File: src/hw/ufl_pkg.sv
package ufl_pkg;
  // Register byte addresses on the APB bus.
  localparam logic [7:0] UFL_ADDR_FIFO_CONTROL = 8'h00;
  localparam logic [7:0] UFL_ADDR_LINE_FORMAT_CONTROL = 8'h04;
  localparam logic [7:0] UFL_ADDR_MODEM_OUTPUT_CONTROL = 8'h08;
  localparam logic [7:0] UFL_ADDR_ENHANCED_FEATURE = 8'h0c;
  localparam logic [7:0] UFL_ADDR_INTERRUPT_STATUS = 8'h10;
  localparam logic [7:0] UFL_ADDR_FIFO_STATUS = 8'h14;
  localparam logic [7:0] UFL_ADDR_SETTINGS = 8'h18;

  // fifo_control fields.
  localparam int UFL_FC_EN = 0;
  localparam int UFL_FC_RXRST = 1;
  localparam int UFL_FC_TXRST = 2;
  localparam int UFL_FC_DMA = 3;
  localparam int UFL_FC_TXTRIG_LO = 4;
  localparam int UFL_FC_RXTRIG_LO = 6;

  // line_format_control fields.
  localparam int UFL_LF_STOP = 2;
  localparam int UFL_LF_PAR_EN = 3;
  localparam int UFL_LF_EVEN = 4;
  localparam int UFL_LF_FORCE = 5;
  localparam int UFL_LF_BREAK = 6;
  localparam int UFL_LF_DIV = 7;
  localparam logic [7:0] UFL_LF_ENH_ACCESS = 8'hbf;

  // modem_output_control fields.
  localparam int UFL_MO_DTR = 0;
  localparam int UFL_MO_RTS = 1;
  localparam int UFL_MO_OUT1 = 2;
  localparam int UFL_MO_OUT2 = 3;
  localparam int UFL_MO_LOOP = 4;

  // enhanced_feature_register fields.
  localparam int UFL_EF_ENH = 4;
  localparam int UFL_EF_AUTORTS = 6;

  localparam logic [7:0] UFL_RESET_BYTE = 8'h00;
  localparam logic [5:0] UFL_FIFO_DEPTH = 6'h20;
  localparam logic [1:0] UFL_RESET_CODE = 2'h0;
  localparam int UFL_FC_TXTRIG_HI = 5;
  localparam int UFL_FC_RXTRIG_HI = 7;
  localparam logic [5:0] UFL_LEVEL_EMPTY = 6'h00;
  localparam logic [3:0] UFL_CHAR_BITS_MIN = 4'h5;

  // Trigger and flow-control levels, one per two-bit code.
  localparam logic [5:0] UFL_TX_LVL0 = 6'h10;
  localparam logic [5:0] UFL_TX_LVL1 = 6'h08;
  localparam logic [5:0] UFL_TX_LVL2 = 6'h18;
  localparam logic [5:0] UFL_TX_LVL3 = 6'h1e;
  localparam logic [5:0] UFL_RX_LVL0 = 6'h08;
  localparam logic [5:0] UFL_RX_LVL1 = 6'h10;
  localparam logic [5:0] UFL_RX_LVL2 = 6'h18;
  localparam logic [5:0] UFL_RX_LVL3 = 6'h1c;
  localparam logic [5:0] UFL_RTS_OFF0 = 6'h10;
  localparam logic [5:0] UFL_RTS_OFF1 = 6'h18;
  localparam logic [5:0] UFL_RTS_OFF2 = 6'h1c;
  localparam logic [5:0] UFL_RTS_OFF3 = 6'h1c;
  localparam logic [5:0] UFL_RTS_ON0 = 6'h00;
  localparam logic [5:0] UFL_RTS_ON1 = 6'h08;
  localparam logic [5:0] UFL_RTS_ON2 = 6'h10;
  localparam logic [5:0] UFL_RTS_ON3 = 6'h18;
endpackage : ufl_pkg

File: src/hw/ufl_control.sv
// Chosen here: the APB slave port and the register addresses.
`timescale 1ns/10ps
// How it works
// [RL1] FIFO enable gates all other FIFO bits
// [RL2] Receive FIFO reset pulses, self-clearing
// [RL3] Transmit FIFO reset pulses, self-clearing
// [RL4] DMA bit selects ready pin behaviour
// [RL5] Transmit trigger 16/8/24/30, below-level or empty
// [RL6] Host sets enhanced bit before transmit trigger
// [RL7] Receive trigger 8/16/24/28
// [RL8] Auto RTS hysteresis from receive trigger code
// [RL9] Word length 5 to 8 bits
// [RL10] Stop bits: one, one-and-half, two
// [RL11] Parity enable adds and checks parity
// [RL12] Even-select chooses odd or even parity
// [RL13] Forced parity is inverse of even-select
// [RL14] Break holds serial output low
// [RL15] Divisor access unless value is 0xbf
// [RL16] Modem bits 0-2 drive low-active outputs
// [RL17] Auto flow control may drive RTS
// [RL18] Bit 3 drives second general output outside PC mode; in PC mode that output is held high
// [RL19] PC mode: bit 3 gates interrupt request
// [RL20] Bit 4 selects local loopback
// [RL21] Status top bits mirror FIFO enable
// [RL22] Transmit trigger write ignored without enhanced bit
module ufl_control (
  input wire logic pclk,
  input wire logic presetn,
  input wire logic psel,
  input wire logic penable,
  input wire logic pwrite,
  input wire logic [7:0] paddr,
  input wire logic [31:0] pwdata,
  output logic [31:0] prdata,
  output logic pready,
  output logic pslverr,
  input wire logic pc_bus_mode,
  input wire logic [5:0] tx_fifo_count,
  input wire logic [5:0] rx_fifo_count,
  input wire logic tx_fifo_load,
  input wire logic [5:0] interrupt_id,
  input wire logic interrupt_pending,
  input wire logic tx_serial_raw,
  output logic fifo_enable,
  output logic rx_fifo_clear,
  output logic tx_fifo_clear,
  output logic dma_mode,
  output logic [5:0] tx_trigger_level,
  output logic [5:0] rx_trigger_level,
  output logic tx_interrupt_event,
  output logic rx_trigger_hit,
  output logic [3:0] char_bits,
  output logic long_stop,
  output logic half_extra_stop,
  output logic parity_enable,
  output logic parity_even,
  output logic parity_forced,
  output logic parity_forced_value,
  output logic tx_serial_out,
  output logic divisor_select,
  output logic enhanced_access,
  output logic terminal_ready_n,
  output logic request_to_send_n,
  output logic general_out1_n,
  output logic general_out2_n,
  output logic interrupt_request_out,
  output logic loopback,
  output logic tx_ready_pin_n,
  output logic rx_ready_pin_n
);

  //////////////////////////////////////////////////////////////////////////////
  logic fifo_en_reg;
  logic dma_reg;
  logic [1:0] tx_trig_code_reg;
  logic [1:0] rx_trig_code_reg;
  logic mode_s1_reg;
  logic mode_s2_reg;
  logic mode_s3_reg;
  logic pc_mode_reg;
  logic fc_wr;
  logic fc_en_wr;
  logic rd_setup;
  logic [7:0] rd_byte;
  logic [7:0] line_format_control_reg;
  logic [7:0] modem_output_control_reg;
  logic [7:0] enhanced_feature_reg;
  logic rx_clear_reg;
  logic tx_clear_reg;
  logic rts_auto_n_reg;
  logic tx_refill_over_reg;
  logic tx_below_reg;
  logic tx_empty_reg;
  logic [7:0] wbyte;
  logic wr_en;
  logic rd_en;
  logic [5:0] rts_off_level;
  logic [5:0] rts_on_level;
  logic tx_below;
  logic tx_empty;

  assign wbyte = pwdata[7:0];
  assign wr_en = psel && penable && pwrite;
  assign rd_en = psel && penable && !pwrite;
  assign pready = 1'b1;
  assign fc_wr = wr_en && paddr == ufl_pkg::UFL_ADDR_FIFO_CONTROL;
  assign fc_en_wr = fc_wr && wbyte[ufl_pkg::UFL_FC_EN]; // [RL1]
  assign rd_setup = psel && !penable && !pwrite;

  //////////////////////////////////////////////////////////////////////////////
  // The enable bit is taken on every write; the other fields only alongside it.
  always_ff @(posedge pclk or negedge presetn) begin
    if (!presetn) begin
      fifo_en_reg <= 1'b0;
    end else if (fc_wr) begin
      fifo_en_reg <= wbyte[ufl_pkg::UFL_FC_EN]; // [RL1]
    end
  end

  always_ff @(posedge pclk or negedge presetn) begin
    if (!presetn) begin
      dma_reg <= 1'b0;
    end else if (fc_en_wr) begin
      dma_reg <= wbyte[ufl_pkg::UFL_FC_DMA]; // [RL4]
    end
  end

  // Without the enhanced bit a write leaves the old transmit code in place.
  always_ff @(posedge pclk or negedge presetn) begin
    if (!presetn) begin
      tx_trig_code_reg <= ufl_pkg::UFL_RESET_CODE;
    end else if (fc_en_wr && enhanced_feature_reg[ufl_pkg::UFL_EF_ENH]) begin // [RL22]
      tx_trig_code_reg <= wbyte[ufl_pkg::UFL_FC_TXTRIG_HI:ufl_pkg::UFL_FC_TXTRIG_LO]; // [RL5]
    end
  end

  always_ff @(posedge pclk or negedge presetn) begin
    if (!presetn) begin
      rx_trig_code_reg <= ufl_pkg::UFL_RESET_CODE;
    end else if (fc_en_wr) begin
      rx_trig_code_reg <= wbyte[ufl_pkg::UFL_FC_RXTRIG_HI:ufl_pkg::UFL_FC_RXTRIG_LO]; // [RL7]
    end
  end

  // The bus-mode strap is asynchronous: three stages, taken once the last two agree.
  always_ff @(posedge pclk or negedge presetn) begin
    if (!presetn) begin
      mode_s1_reg <= 1'b0;
      mode_s2_reg <= 1'b0;
      mode_s3_reg <= 1'b0;
      pc_mode_reg <= 1'b0;
    end else begin
      mode_s1_reg <= pc_bus_mode;
      mode_s2_reg <= mode_s1_reg;
      mode_s3_reg <= mode_s2_reg;
      if (mode_s2_reg == mode_s3_reg) begin
        pc_mode_reg <= mode_s3_reg;
      end
    end
  end

  // Reset strobes last one cycle and never read back.
  always_ff @(posedge pclk or negedge presetn) begin
    if (!presetn) begin
      rx_clear_reg <= 1'b0;
    end else begin
      rx_clear_reg <= fc_en_wr && wbyte[ufl_pkg::UFL_FC_RXRST]; // [RL2]
    end
  end

  always_ff @(posedge pclk or negedge presetn) begin
    if (!presetn) begin
      tx_clear_reg <= 1'b0;
    end else begin
      tx_clear_reg <= fc_en_wr && wbyte[ufl_pkg::UFL_FC_TXRST]; // [RL3]
    end
  end

  always_ff @(posedge pclk or negedge presetn) begin
    if (!presetn) begin
      line_format_control_reg <= ufl_pkg::UFL_RESET_BYTE;
    end else if (wr_en && paddr == ufl_pkg::UFL_ADDR_LINE_FORMAT_CONTROL) begin
      line_format_control_reg <= wbyte;
    end
  end

  always_ff @(posedge pclk or negedge presetn) begin
    if (!presetn) begin
      modem_output_control_reg <= ufl_pkg::UFL_RESET_BYTE;
    end else if (wr_en && paddr == ufl_pkg::UFL_ADDR_MODEM_OUTPUT_CONTROL) begin
      modem_output_control_reg <= wbyte;
    end
  end

  always_ff @(posedge pclk or negedge presetn) begin
    if (!presetn) begin
      enhanced_feature_reg <= ufl_pkg::UFL_RESET_BYTE;
    end else if (wr_en && paddr == ufl_pkg::UFL_ADDR_ENHANCED_FEATURE) begin
      enhanced_feature_reg <= wbyte; // [RL6]
    end
  end

  //////////////////////////////////////////////////////////////////////////////
  assign fifo_enable = fifo_en_reg;
  assign rx_fifo_clear = rx_clear_reg;
  assign tx_fifo_clear = tx_clear_reg;
  assign dma_mode = dma_reg; // [RL4]

  always_comb begin
    case (tx_trig_code_reg) // [RL5]
      2'h0: tx_trigger_level = ufl_pkg::UFL_TX_LVL0;
      2'h1: tx_trigger_level = ufl_pkg::UFL_TX_LVL1;
      2'h2: tx_trigger_level = ufl_pkg::UFL_TX_LVL2;
      default: tx_trigger_level = ufl_pkg::UFL_TX_LVL3;
    endcase
  end

  always_comb begin
    case (rx_trig_code_reg) // [RL7]
      2'h0: rx_trigger_level = ufl_pkg::UFL_RX_LVL0;
      2'h1: rx_trigger_level = ufl_pkg::UFL_RX_LVL1;
      2'h2: rx_trigger_level = ufl_pkg::UFL_RX_LVL2;
      default: rx_trigger_level = ufl_pkg::UFL_RX_LVL3;
    endcase
  end

  // Auto RTS thresholds follow the receive trigger code.
  always_comb begin
    case (rx_trig_code_reg) // [RL8]
      2'h0: begin
        rts_off_level = ufl_pkg::UFL_RTS_OFF0;
        rts_on_level = ufl_pkg::UFL_RTS_ON0;
      end
      2'h1: begin
        rts_off_level = ufl_pkg::UFL_RTS_OFF1;
        rts_on_level = ufl_pkg::UFL_RTS_ON1;
      end
      2'h2: begin
        rts_off_level = ufl_pkg::UFL_RTS_OFF2;
        rts_on_level = ufl_pkg::UFL_RTS_ON2;
      end
      default: begin
        rts_off_level = ufl_pkg::UFL_RTS_OFF3;
        rts_on_level = ufl_pkg::UFL_RTS_ON3;
      end
    endcase
  end

  assign rx_trigger_hit = fifo_enable && rx_fifo_count >= rx_trigger_level;

  // Transmit event: count falls below level, or FIFO empties after a shallow refill.
  assign tx_below = tx_fifo_count < tx_trigger_level;
  assign tx_empty = tx_fifo_count == ufl_pkg::UFL_LEVEL_EMPTY;

  always_ff @(posedge pclk or negedge presetn) begin
    if (!presetn) begin
      tx_below_reg <= 1'b1;
      tx_empty_reg <= 1'b1;
    end else begin
      tx_below_reg <= tx_below;
      tx_empty_reg <= tx_empty;
    end
  end

  always_ff @(posedge pclk or negedge presetn) begin
    if (!presetn) begin
      tx_refill_over_reg <= 1'b0;
    end else begin
      if (tx_fifo_load && tx_empty) begin
        tx_refill_over_reg <= 1'b0;
      end else if (!tx_below) begin
        tx_refill_over_reg <= 1'b1;
      end else if (tx_empty) begin
        tx_refill_over_reg <= 1'b0;
      end
    end
  end

  assign tx_interrupt_event = fifo_enable &&
    ((tx_refill_over_reg && tx_below && !tx_below_reg) ||
     (!tx_refill_over_reg && tx_empty && !tx_empty_reg)); // [RL5]

  // Automatic RTS with hysteresis; low-active, asserted after reset.
  always_ff @(posedge pclk or negedge presetn) begin
    if (!presetn) begin
      rts_auto_n_reg <= 1'b0;
    end else if (rx_fifo_count >= rts_off_level) begin
      rts_auto_n_reg <= 1'b1; // [RL8]
    end else if (rx_fifo_count <= rts_on_level) begin
      rts_auto_n_reg <= 1'b0; // [RL8]
    end
  end

  //////////////////////////////////////////////////////////////////////////////
  assign char_bits = ufl_pkg::UFL_CHAR_BITS_MIN + {2'h0, line_format_control_reg[1:0]}; // [RL9]
  assign long_stop = line_format_control_reg[ufl_pkg::UFL_LF_STOP]; // [RL10]
  assign half_extra_stop = long_stop && line_format_control_reg[1:0] == 2'b00; // [RL10]
  assign parity_enable = line_format_control_reg[ufl_pkg::UFL_LF_PAR_EN]; // [RL11]
  assign parity_even = line_format_control_reg[ufl_pkg::UFL_LF_EVEN]; // [RL12]
  assign parity_forced = parity_enable && line_format_control_reg[ufl_pkg::UFL_LF_FORCE];
  assign parity_forced_value = !parity_even; // [RL13]
  assign tx_serial_out = line_format_control_reg[ufl_pkg::UFL_LF_BREAK] ?
                         1'b0 : tx_serial_raw; // [RL14]
  assign enhanced_access = line_format_control_reg == ufl_pkg::UFL_LF_ENH_ACCESS;
  assign divisor_select = line_format_control_reg[ufl_pkg::UFL_LF_DIV] &&
                          !enhanced_access; // [RL15]

  //////////////////////////////////////////////////////////////////////////////
  assign terminal_ready_n = !modem_output_control_reg[ufl_pkg::UFL_MO_DTR]; // [RL16]
  assign request_to_send_n = enhanced_feature_reg[ufl_pkg::UFL_EF_AUTORTS] ?
    rts_auto_n_reg : !modem_output_control_reg[ufl_pkg::UFL_MO_RTS]; // [RL16] [RL17]
  assign general_out1_n = !modem_output_control_reg[ufl_pkg::UFL_MO_OUT1]; // [RL16]
  // Second general output and the interrupt gate share one bit; the bus mode picks.
  assign general_out2_n = pc_mode_reg ? 1'b1 :
                          !modem_output_control_reg[ufl_pkg::UFL_MO_OUT2]; // [RL18]
  assign interrupt_request_out = pc_mode_reg ?
    (modem_output_control_reg[ufl_pkg::UFL_MO_OUT2] && interrupt_pending) :
    interrupt_pending; // [RL19]
  assign loopback = modem_output_control_reg[ufl_pkg::UFL_MO_LOOP]; // [RL20]

  // Ready pins: single-character mode without DMA, level-based with DMA.
  assign tx_ready_pin_n = dma_mode ? (tx_fifo_count >= ufl_pkg::UFL_FIFO_DEPTH) :
                          !tx_empty;
  assign rx_ready_pin_n = dma_mode ? !rx_trigger_hit :
                          (rx_fifo_count == ufl_pkg::UFL_LEVEL_EMPTY);

  //////////////////////////////////////////////////////////////////////////////
  always_comb begin
    rd_byte = ufl_pkg::UFL_RESET_BYTE;
    case (paddr)
      ufl_pkg::UFL_ADDR_LINE_FORMAT_CONTROL: rd_byte = line_format_control_reg;
      ufl_pkg::UFL_ADDR_MODEM_OUTPUT_CONTROL: rd_byte = modem_output_control_reg;
      ufl_pkg::UFL_ADDR_ENHANCED_FEATURE: rd_byte = enhanced_feature_reg;
      ufl_pkg::UFL_ADDR_INTERRUPT_STATUS:
        rd_byte = {{2{fifo_enable}}, interrupt_id}; // [RL21]
      ufl_pkg::UFL_ADDR_FIFO_STATUS:
        rd_byte = {rts_auto_n_reg, tx_refill_over_reg, rx_trig_code_reg, tx_trig_code_reg,
                   dma_reg, fifo_en_reg};
      ufl_pkg::UFL_ADDR_SETTINGS:
        rd_byte = {2'h0, tx_trigger_level};
      default: rd_byte = ufl_pkg::UFL_RESET_BYTE;
    endcase
  end

  // Read data is captured in the setup phase, so it leaves a flip-flop with no wait state.
  always_ff @(posedge pclk or negedge presetn) begin
    if (!presetn) begin
      prdata <= 32'h0000_0000;
    end else if (rd_setup) begin
      prdata <= {24'h00_0000, rd_byte};
    end else begin
      prdata <= 32'h0000_0000;
    end
  end

  // Writes to status offsets and any access to an unmapped offset end with an error.
  always_comb begin
    pslverr = 1'b0;
    if (wr_en) begin
      case (paddr)
        ufl_pkg::UFL_ADDR_FIFO_CONTROL, ufl_pkg::UFL_ADDR_LINE_FORMAT_CONTROL,
        ufl_pkg::UFL_ADDR_MODEM_OUTPUT_CONTROL, ufl_pkg::UFL_ADDR_ENHANCED_FEATURE:
          pslverr = 1'b0;
        default: pslverr = 1'b1;
      endcase
    end else if (rd_en) begin
      case (paddr)
        ufl_pkg::UFL_ADDR_FIFO_CONTROL, ufl_pkg::UFL_ADDR_LINE_FORMAT_CONTROL,
        ufl_pkg::UFL_ADDR_MODEM_OUTPUT_CONTROL, ufl_pkg::UFL_ADDR_ENHANCED_FEATURE:
          pslverr = 1'b0;
        ufl_pkg::UFL_ADDR_INTERRUPT_STATUS, ufl_pkg::UFL_ADDR_FIFO_STATUS,
        ufl_pkg::UFL_ADDR_SETTINGS:
          pslverr = 1'b0;
        default: pslverr = 1'b1;
      endcase
    end
  end

endmodule : ufl_control

File: config.mk
export PLATFORM = sky130hd
export DESIGN_NAME = ufl_control
export DESIGN_NICKNAME = d
export VERILOG_FILES = /design/src/hw/ufl_pkg.sv /design/src/hw/ufl_control.sv
export SDC_FILE = /design/constraint.sdc
export NUM_CORES = 1
export LEC_CHECK = 0
export ABC_AREA = 1
export BUFFER_PORTS_ARGS = -buffer_cell sky130_fd_sc_hd__buf_2
export CAP_MARGIN = 20
export CORE_MARGIN = 2
export CORE_UTILIZATION = 46
export CTS_BUF_LIST = sky130_fd_sc_hd__clkbuf_4 sky130_fd_sc_hd__clkbuf_8
export CTS_CLUSTER_SIZE = 28
export DETAILED_ROUTE_END_ITERATION = 8
export PLACE_DENSITY = 0.79
export REMOVE_ABC_BUFFERS = 1
export SLEW_MARGIN = 0
export SYNTH_ARGS = -nofsm -noshare
export SYNTH_HDL_FRONTEND = slang
export SYNTH_SLANG_ARGS = --single-unit
File: constraint.sdc
create_clock -name pclk -period 1.5 [get_ports pclk]
set_input_delay 0.075 -clock pclk [delete_from_list [all_inputs] [get_ports pclk]]
set_output_delay 0.075 -clock pclk [all_outputs]
set_load 0.05 [all_outputs]
# Word level (Yosys, flattened, before mapping)
# Index checks and enable logic that the tools add are counted.
[word_totals]
ff_bits = 48
in_bits = 67
output_inout_bits = 73
wordCells = 105
[classes]
addsub = 1
magnitude_cmp = 5
n_eq_ne = 13
mux = 21
reduce_logical = 47
[ops]
columns = ["operator", "count"]
rows = [
  ["one-hot mux 8 bit (6 select lines)", 1],
  ["one-hot mux 5 bit (3 select lines)", 3],
  ["== test 8 x 5 -> 1 bit (second input constant)", 3],
  ["logical AND 1 bit", 24],
  ["== test 8 x 4 -> 1 bit (second input constant)", 2],
  ["2-to-1 mux 1 bit", 15],
  ["logical NOT 1 bit", 13],
  [">= comparator 6 bit", 2],
  ["logical NOT 6 bit", 2],
  ["== test 8 x 3 -> 1 bit (second input constant)", 1],
  ["== test 8 bit (second input constant)", 1],
  ["logical NOT 8 bit", 1],
  ["2-to-1 mux 8 bit", 1],
  ["one-hot mux 4 bit (2 select lines)", 1],
  ["OR reduction 7 bit", 1],
  [">= comparator 6 bit (second input constant)", 1],
  ["less-or-equal comparator 6 bit", 1],
  ["logical NOT 2 bit", 3],
  ["less-than comparator 6 bit", 1],
  ["adder 3 x 2 -> 4 bit (first input constant)", 1],
  ["== test 2 x 1 -> 1 bit (second input constant)", 2],
  ["== test 2 bit (second input constant)", 2],
  ["OR reduction 4 bit", 1],
  ["inequality test 3 x 1 -> 1 bit (second input constant)", 1],
  ["other kinds (3)", 3],
]

# Longest topological paths before layout
[depth]
depth_word = 7
depth_mapped = 10
ltp_nobuf = 10

# Worst setup path after synthesis
# Ideal clock, no wire load.
[synth_timing]
path_kind = "reg2out"
startpoint = "register line_format_control_reg[4]"
endpoint = "output port divisor_select"
t_arrival_ps = 3383
slack_ps = -1958
path_stages_with_launch = 4
path_buffers = 0
path_cell_list = "dfrtp_1 > inv_1 > nor4_1 > nor2_1"
[synth_between]
elab_chain_cells = 3
[synth_rtl]
columns = ["item", "line_no", "text"]
rows = [
  ["from (decl)", "ufl_control.sv:85", "logic [7:0] line_format_control_reg;"],
  ["from (signal assigned)", "ufl_control.sv:181", "line_format_control_reg <= ufl_pkg::UFL_RESET_BYTE;"],
  ["from (signal assigned)", "ufl_control.sv:183", "line_format_control_reg <= wbyte;"],
  ["== test 8 bit", "ufl_control.sv:304", "assign enhanced_access = line_format_control_reg == ufl_pkg::UFL_LF_ENH_ACCESS;"],
  ["via enhanced_access", "ufl_control.sv:61", "output logic enhanced_access,"],
  ["logical NOT 1 bit", "ufl_control.sv:306", "!enhanced_access;"],
  ["logical AND 1 bit", "ufl_control.sv:305", "assign divisor_select = line_format_control_reg[ufl_pkg::UFL_LF_DIV] &&"],
  ["to (decl)", "ufl_control.sv:60", "output logic divisor_select,"],
]
# The timed path passes the listed nets, and every way through them passes these cells.

# Worst setup path in the final report
[layout_timing]
startpoint = "register rx_trig_code_reg[1]"
endpoint = "output port rx_ready_pin_n"
[layout_between]
elab_chain_cells = 6
word_cells_on_any_way = 8
[layout_rtl]
columns = ["item", "line_no", "text"]
rows = [
  ["from (decl)", "ufl_control.sv:76", "logic [1:0] rx_trig_code_reg;"],
  ["from (signal assigned)", "ufl_control.sv:139", "rx_trig_code_reg <= ufl_pkg::UFL_RESET_CODE;"],
  ["from (signal assigned)", "ufl_control.sv:141", "rx_trig_code_reg <= wbyte[ufl_pkg::UFL_FC_RXTRIG_HI:ufl_pkg::UFL_FC_RXTRIG_LO];"],
  ["== test 2 bit, or another cell as far along", "ufl_control.sv:219", "case (rx_trig_code_reg)"],
  ["one-hot mux 5 bit (3 select lines) (*)", "ufl_control.sv:219", ""],
  [">= comparator 6 bit (*)", "ufl_control.sv:249", "assign rx_trigger_hit = fifo_enable && rx_fifo_count >= rx_trigger_level;"],
  ["logical AND 1 bit (*)", "ufl_control.sv:249", ""],
  ["logical NOT 1 bit (*)", "ufl_control.sv:324", "assign rx_ready_pin_n = dma_mode ? !rx_trigger_hit :"],
  ["2-to-1 mux 1 bit (*)", "ufl_control.sv:324", ""],
  ["to (decl)", "ufl_control.sv:69", "output logic rx_ready_pin_n"],
]
# Mark *: on every way between the ends. The rest lies on a longest branch, timed or not.

==> metrics.csv <==
stage,metric,value,unit
timing,finalHoldViolCount,0,
power_and_ir_drop,p_leak,0.00206,uW
floorplan,die_x,86.1,um
global_routing,track_usage,0.203,
layout,drive_above_1_share,0.368,
logic_synthesis,ys_types,36,
worst_hold_path,worstHoldStart,rx_fifo_count[5],
floorplan,core.rowCount,29,
detailed_routing,detail_route.iter0.violations,207,
worst_setup_path,worstSetupPathType,reg2out,
worst_setup_path,worstSetupEndpointType,output pin,
logic_synthesis,netlist_instances,386,
clock_tree,cts_tree,done,
worst_setup_path,required,1.42,ns
status,outcome,"complete, but fails checks",
clock_tree,clk_latency,0.31,ns
timing,fmax,510,MHz
detailed_routing,wirelength,7.46,mm
timing,setup_ws,-0.459,ns
status,violations,negative setup slack,
detailed_routing,ant_nets,0,
clock_tree,cts_made_buffers,5,
place,port_buffers,85,
global_routing,grt_max_degree,25,
global_routing,overflow,0,
timing,slew_violations,0,
logic_synthesis,synth_area,3100,um^2
global_routing,grt_pass1_wl,12.0,mm
layout,area_growth,23.4,%
timing,period_needed,1.96,ns
detailed_routing,drc_errors,0,
detailed_routing,wl_per_cell,13.1,um
job,maxCapViolations,0,
floorplan,floorplan.io_pins,140,
floorplan,initial_utilization,0.482,
clock_tree,clockBufferDepth,2,
logic_synthesis,synth_seq_cells,48,
worst_setup_path,start_kind,register,
floorplan,core-area,6420,um^2
power_and_ir_drop,ir_drop,423,uV
logic_synthesis,syn_area_per_cell,8.02,um^2
place,post-place-ws,-0.249,ns
timing,fin_crit_sh,1.31,
floorplan,dieArea,7400,um^2
timing,rsz0062_at_grt,true,
worst_setup_path,reg2regPathDepth,6,
clock_tree,cts.sinks,48,
power_and_ir_drop,power_density,692,nW/um^2
clock_tree,htreeDepth,2,
worst_setup_path,r2r_setup_slack,0.06,ns
global_routing,grt_pass1_vias,2677,
global_routing,antenna_found_initial,0,
worst_hold_path,hold_path.class,in2reg,
worst_setup_path,worstPathMaxFanout,4,
detailed_routing,vias_per_cell,4.91,
detailed_routing,route.vias.total,2806,
floorplan,die_h,86.1,um
timing,fin_skew,0.00737,ns
worst_hold_path,min_delay_worst_endpoint,rts_auto_n_reg,
worst_hold_path,hold_depth,3,
clock_tree,clockRootBuffer,clkbuf_8,
layout,antenna_cells,0,
timing,finalSetupViolCount,4,
clock_tree,clk_pin_slew,0.09,ns
layout,nets,571,
logic_synthesis,ys_seq_area_frac,0.389,
logic_synthesis,synth_warnings,0,
place,hpwlAfterDp,5.61,mm
timing,fin_setup_tns,-1.24,ns
detailed_routing,dr.pass1.iters,4,
layout,fill_cells,560,
worst_setup_path,crit-reg2reg-launch,rx_trig_code_reg[0],
worst_setup_path,worstPathArrival,1.88,ns
place,place.gp.congestion,0.908,
worst_setup_path,r2r_end,rts_auto_n_reg,
## critical path, stage by stage (launching register included)
cell	delay (ns)
dfrtp_1	0.42
nor2_2	0.15
ha_1	0.26
inv_1	0.06
nor2_1	0.04
o21ai_1	0.15
nand3_1	0.10
nand2_1	0.09
nand2_1	0.06
nand2_1	0.08
buf_6	0.16
## metal layers
| layer | GRT usage | routed length, um | vias up |
|---|---|---|---|
| li1 | - | - | 1388 |
| met1 | 0.259 | 3150 | 1310 |
| met2 | 0.354 | 3770 | 95 |
| met3 | 0.0356 | 421 | 13 |
| met4 | 0.0519 | 115 | 0 |
| met5 | 0 | 0 | - |
## cells in the final DEF (no fill, tap or decap), drive strengths merged, types with 2 or more instances in the layout
cell,n
inv,59
nand3,45
clkbuf,6
o211ai,2
dfrtp,46
clkinv,2
nor2,38
a21oi,7
ha,11
nor3,2
dlygate4sd3,3
dfstp,2
conb,30
o21ai,39
o21bai,2
buf,107
nand4,4
nand2,82
## power by group
| part | switching (uW) | internal (uW) |
|---|---|---|
| registers | 15.0 | 1320 |
| logic | 392 | 115 |
| clock network | 439 | 368 |
| total | 846 | 1800 |
## cells in the mapped netlist
master    number  area [um^2]
nand2_1       72          270
inv_1         49          184
dfrtp_1       46         1150
nand3_1       40          200
buf_4         32          240
nor2_1        31          116
o21ai_2       16          140
o21ai_0       13         65.1
ha_1          11          138
inv_2         10         37.5
o21ai_1       10         50.1
nand2_2        7         43.8
a21oi_1        6         30.0
nor2_4         6         67.6
buf_6          4         45.0
nand4_1        4         25.0
nand2_4        3         33.8
nand3_2        3         30.0
conb_1         2         7.51
dfstp_2        2         52.6
nand3_4        2         35.0
o211ai_1       2         15.0
o21bai_1       2         15.0
a21boi_0       1         7.51
a21oi_2        1         8.76
a22oi_1        1         7.51
a31oi_1        1         6.26
buf_2          1         5.00
clkbuf_1       1         3.75
maj3_1         1         10.0
nor2_8         1         20.0
nor3_1         1         5.00
nor3_2         1         10.0
nor4_1         1         6.26
o21a_1         1         7.51
or2_2          1         6.26
## kinds of logic after synthesis
kind of cell	after synthesis	share of synthesized area
buffers and inverters	97	0.166
and+or+nand+nor	173	0.281
DFF	48	0.389
AOI/OAI and AO/OA	54	0.114
adders and majority gates	12	0.0477
other	2	0.00243
## worst max-delay path by stage
| stage | end | depth (start not counted) | startpoint |
|---|---|---|---|
| 3_5_place_dp | rx_ready_pin_n | 11 | rx_trig_code_reg[0] |
| 4_1_cts | rx_ready_pin_n | 11 | rx_trig_code_reg[0] |
| 3_3_place_gp | rx_ready_pin_n | 11 | rx_trig_code_reg[0] |
| 6_report | rx_ready_pin_n | 10 | rx_trig_code_reg[1] |
| 2_1_floorplan | divisor_select | 3 | line_format_control_reg[4] |
| 5_1_grt | rx_ready_pin_n | 11 | rx_trig_code_reg[0] |
## through the flow
step,total power [uW],area (um^2),instances,utilization,hold slack [ns]
3_3_place_gp,1840,3550,552,0.552,-0.00749
6_report,2640,3820,571,0.595,0.0310
4_1_cts,2640,3760,568,0.585,0.0386
3_5_place_dp,1850,3550,552,0.552,-0.00763
2_1_floorplan,1700,2910,376,-,-0.221
5_1_grt,2760,3820,571,0.595,0.0645
## final cells by class
type / count / area [um^2] / share of cell area
multi-input combinational: 269 / 1530 / 0.400
sequential: 48 / 1200 / 0.315
timing repair buffer: 110 / 677 / 0.177
inverter: 59 / 221 / 0.0580
tap: 77 / 96.3 / 0.0252
clock buffer: 6 / 82.6 / 0.0216
clock inverter: 2 / 10.0 / 0.00262
## repair_timing
item | in CTS | in global routing
setup endpoints to repair | 5 | 8
hold buffers | 3 | 0
cloned | 0 | 0
gates resized for setup | 17 | 16
hold endpoints to repair | 38 | 0
pin swaps | 6 | 9
buffers inserted | 5 | 3
Power figures use the tool's default switching activity.
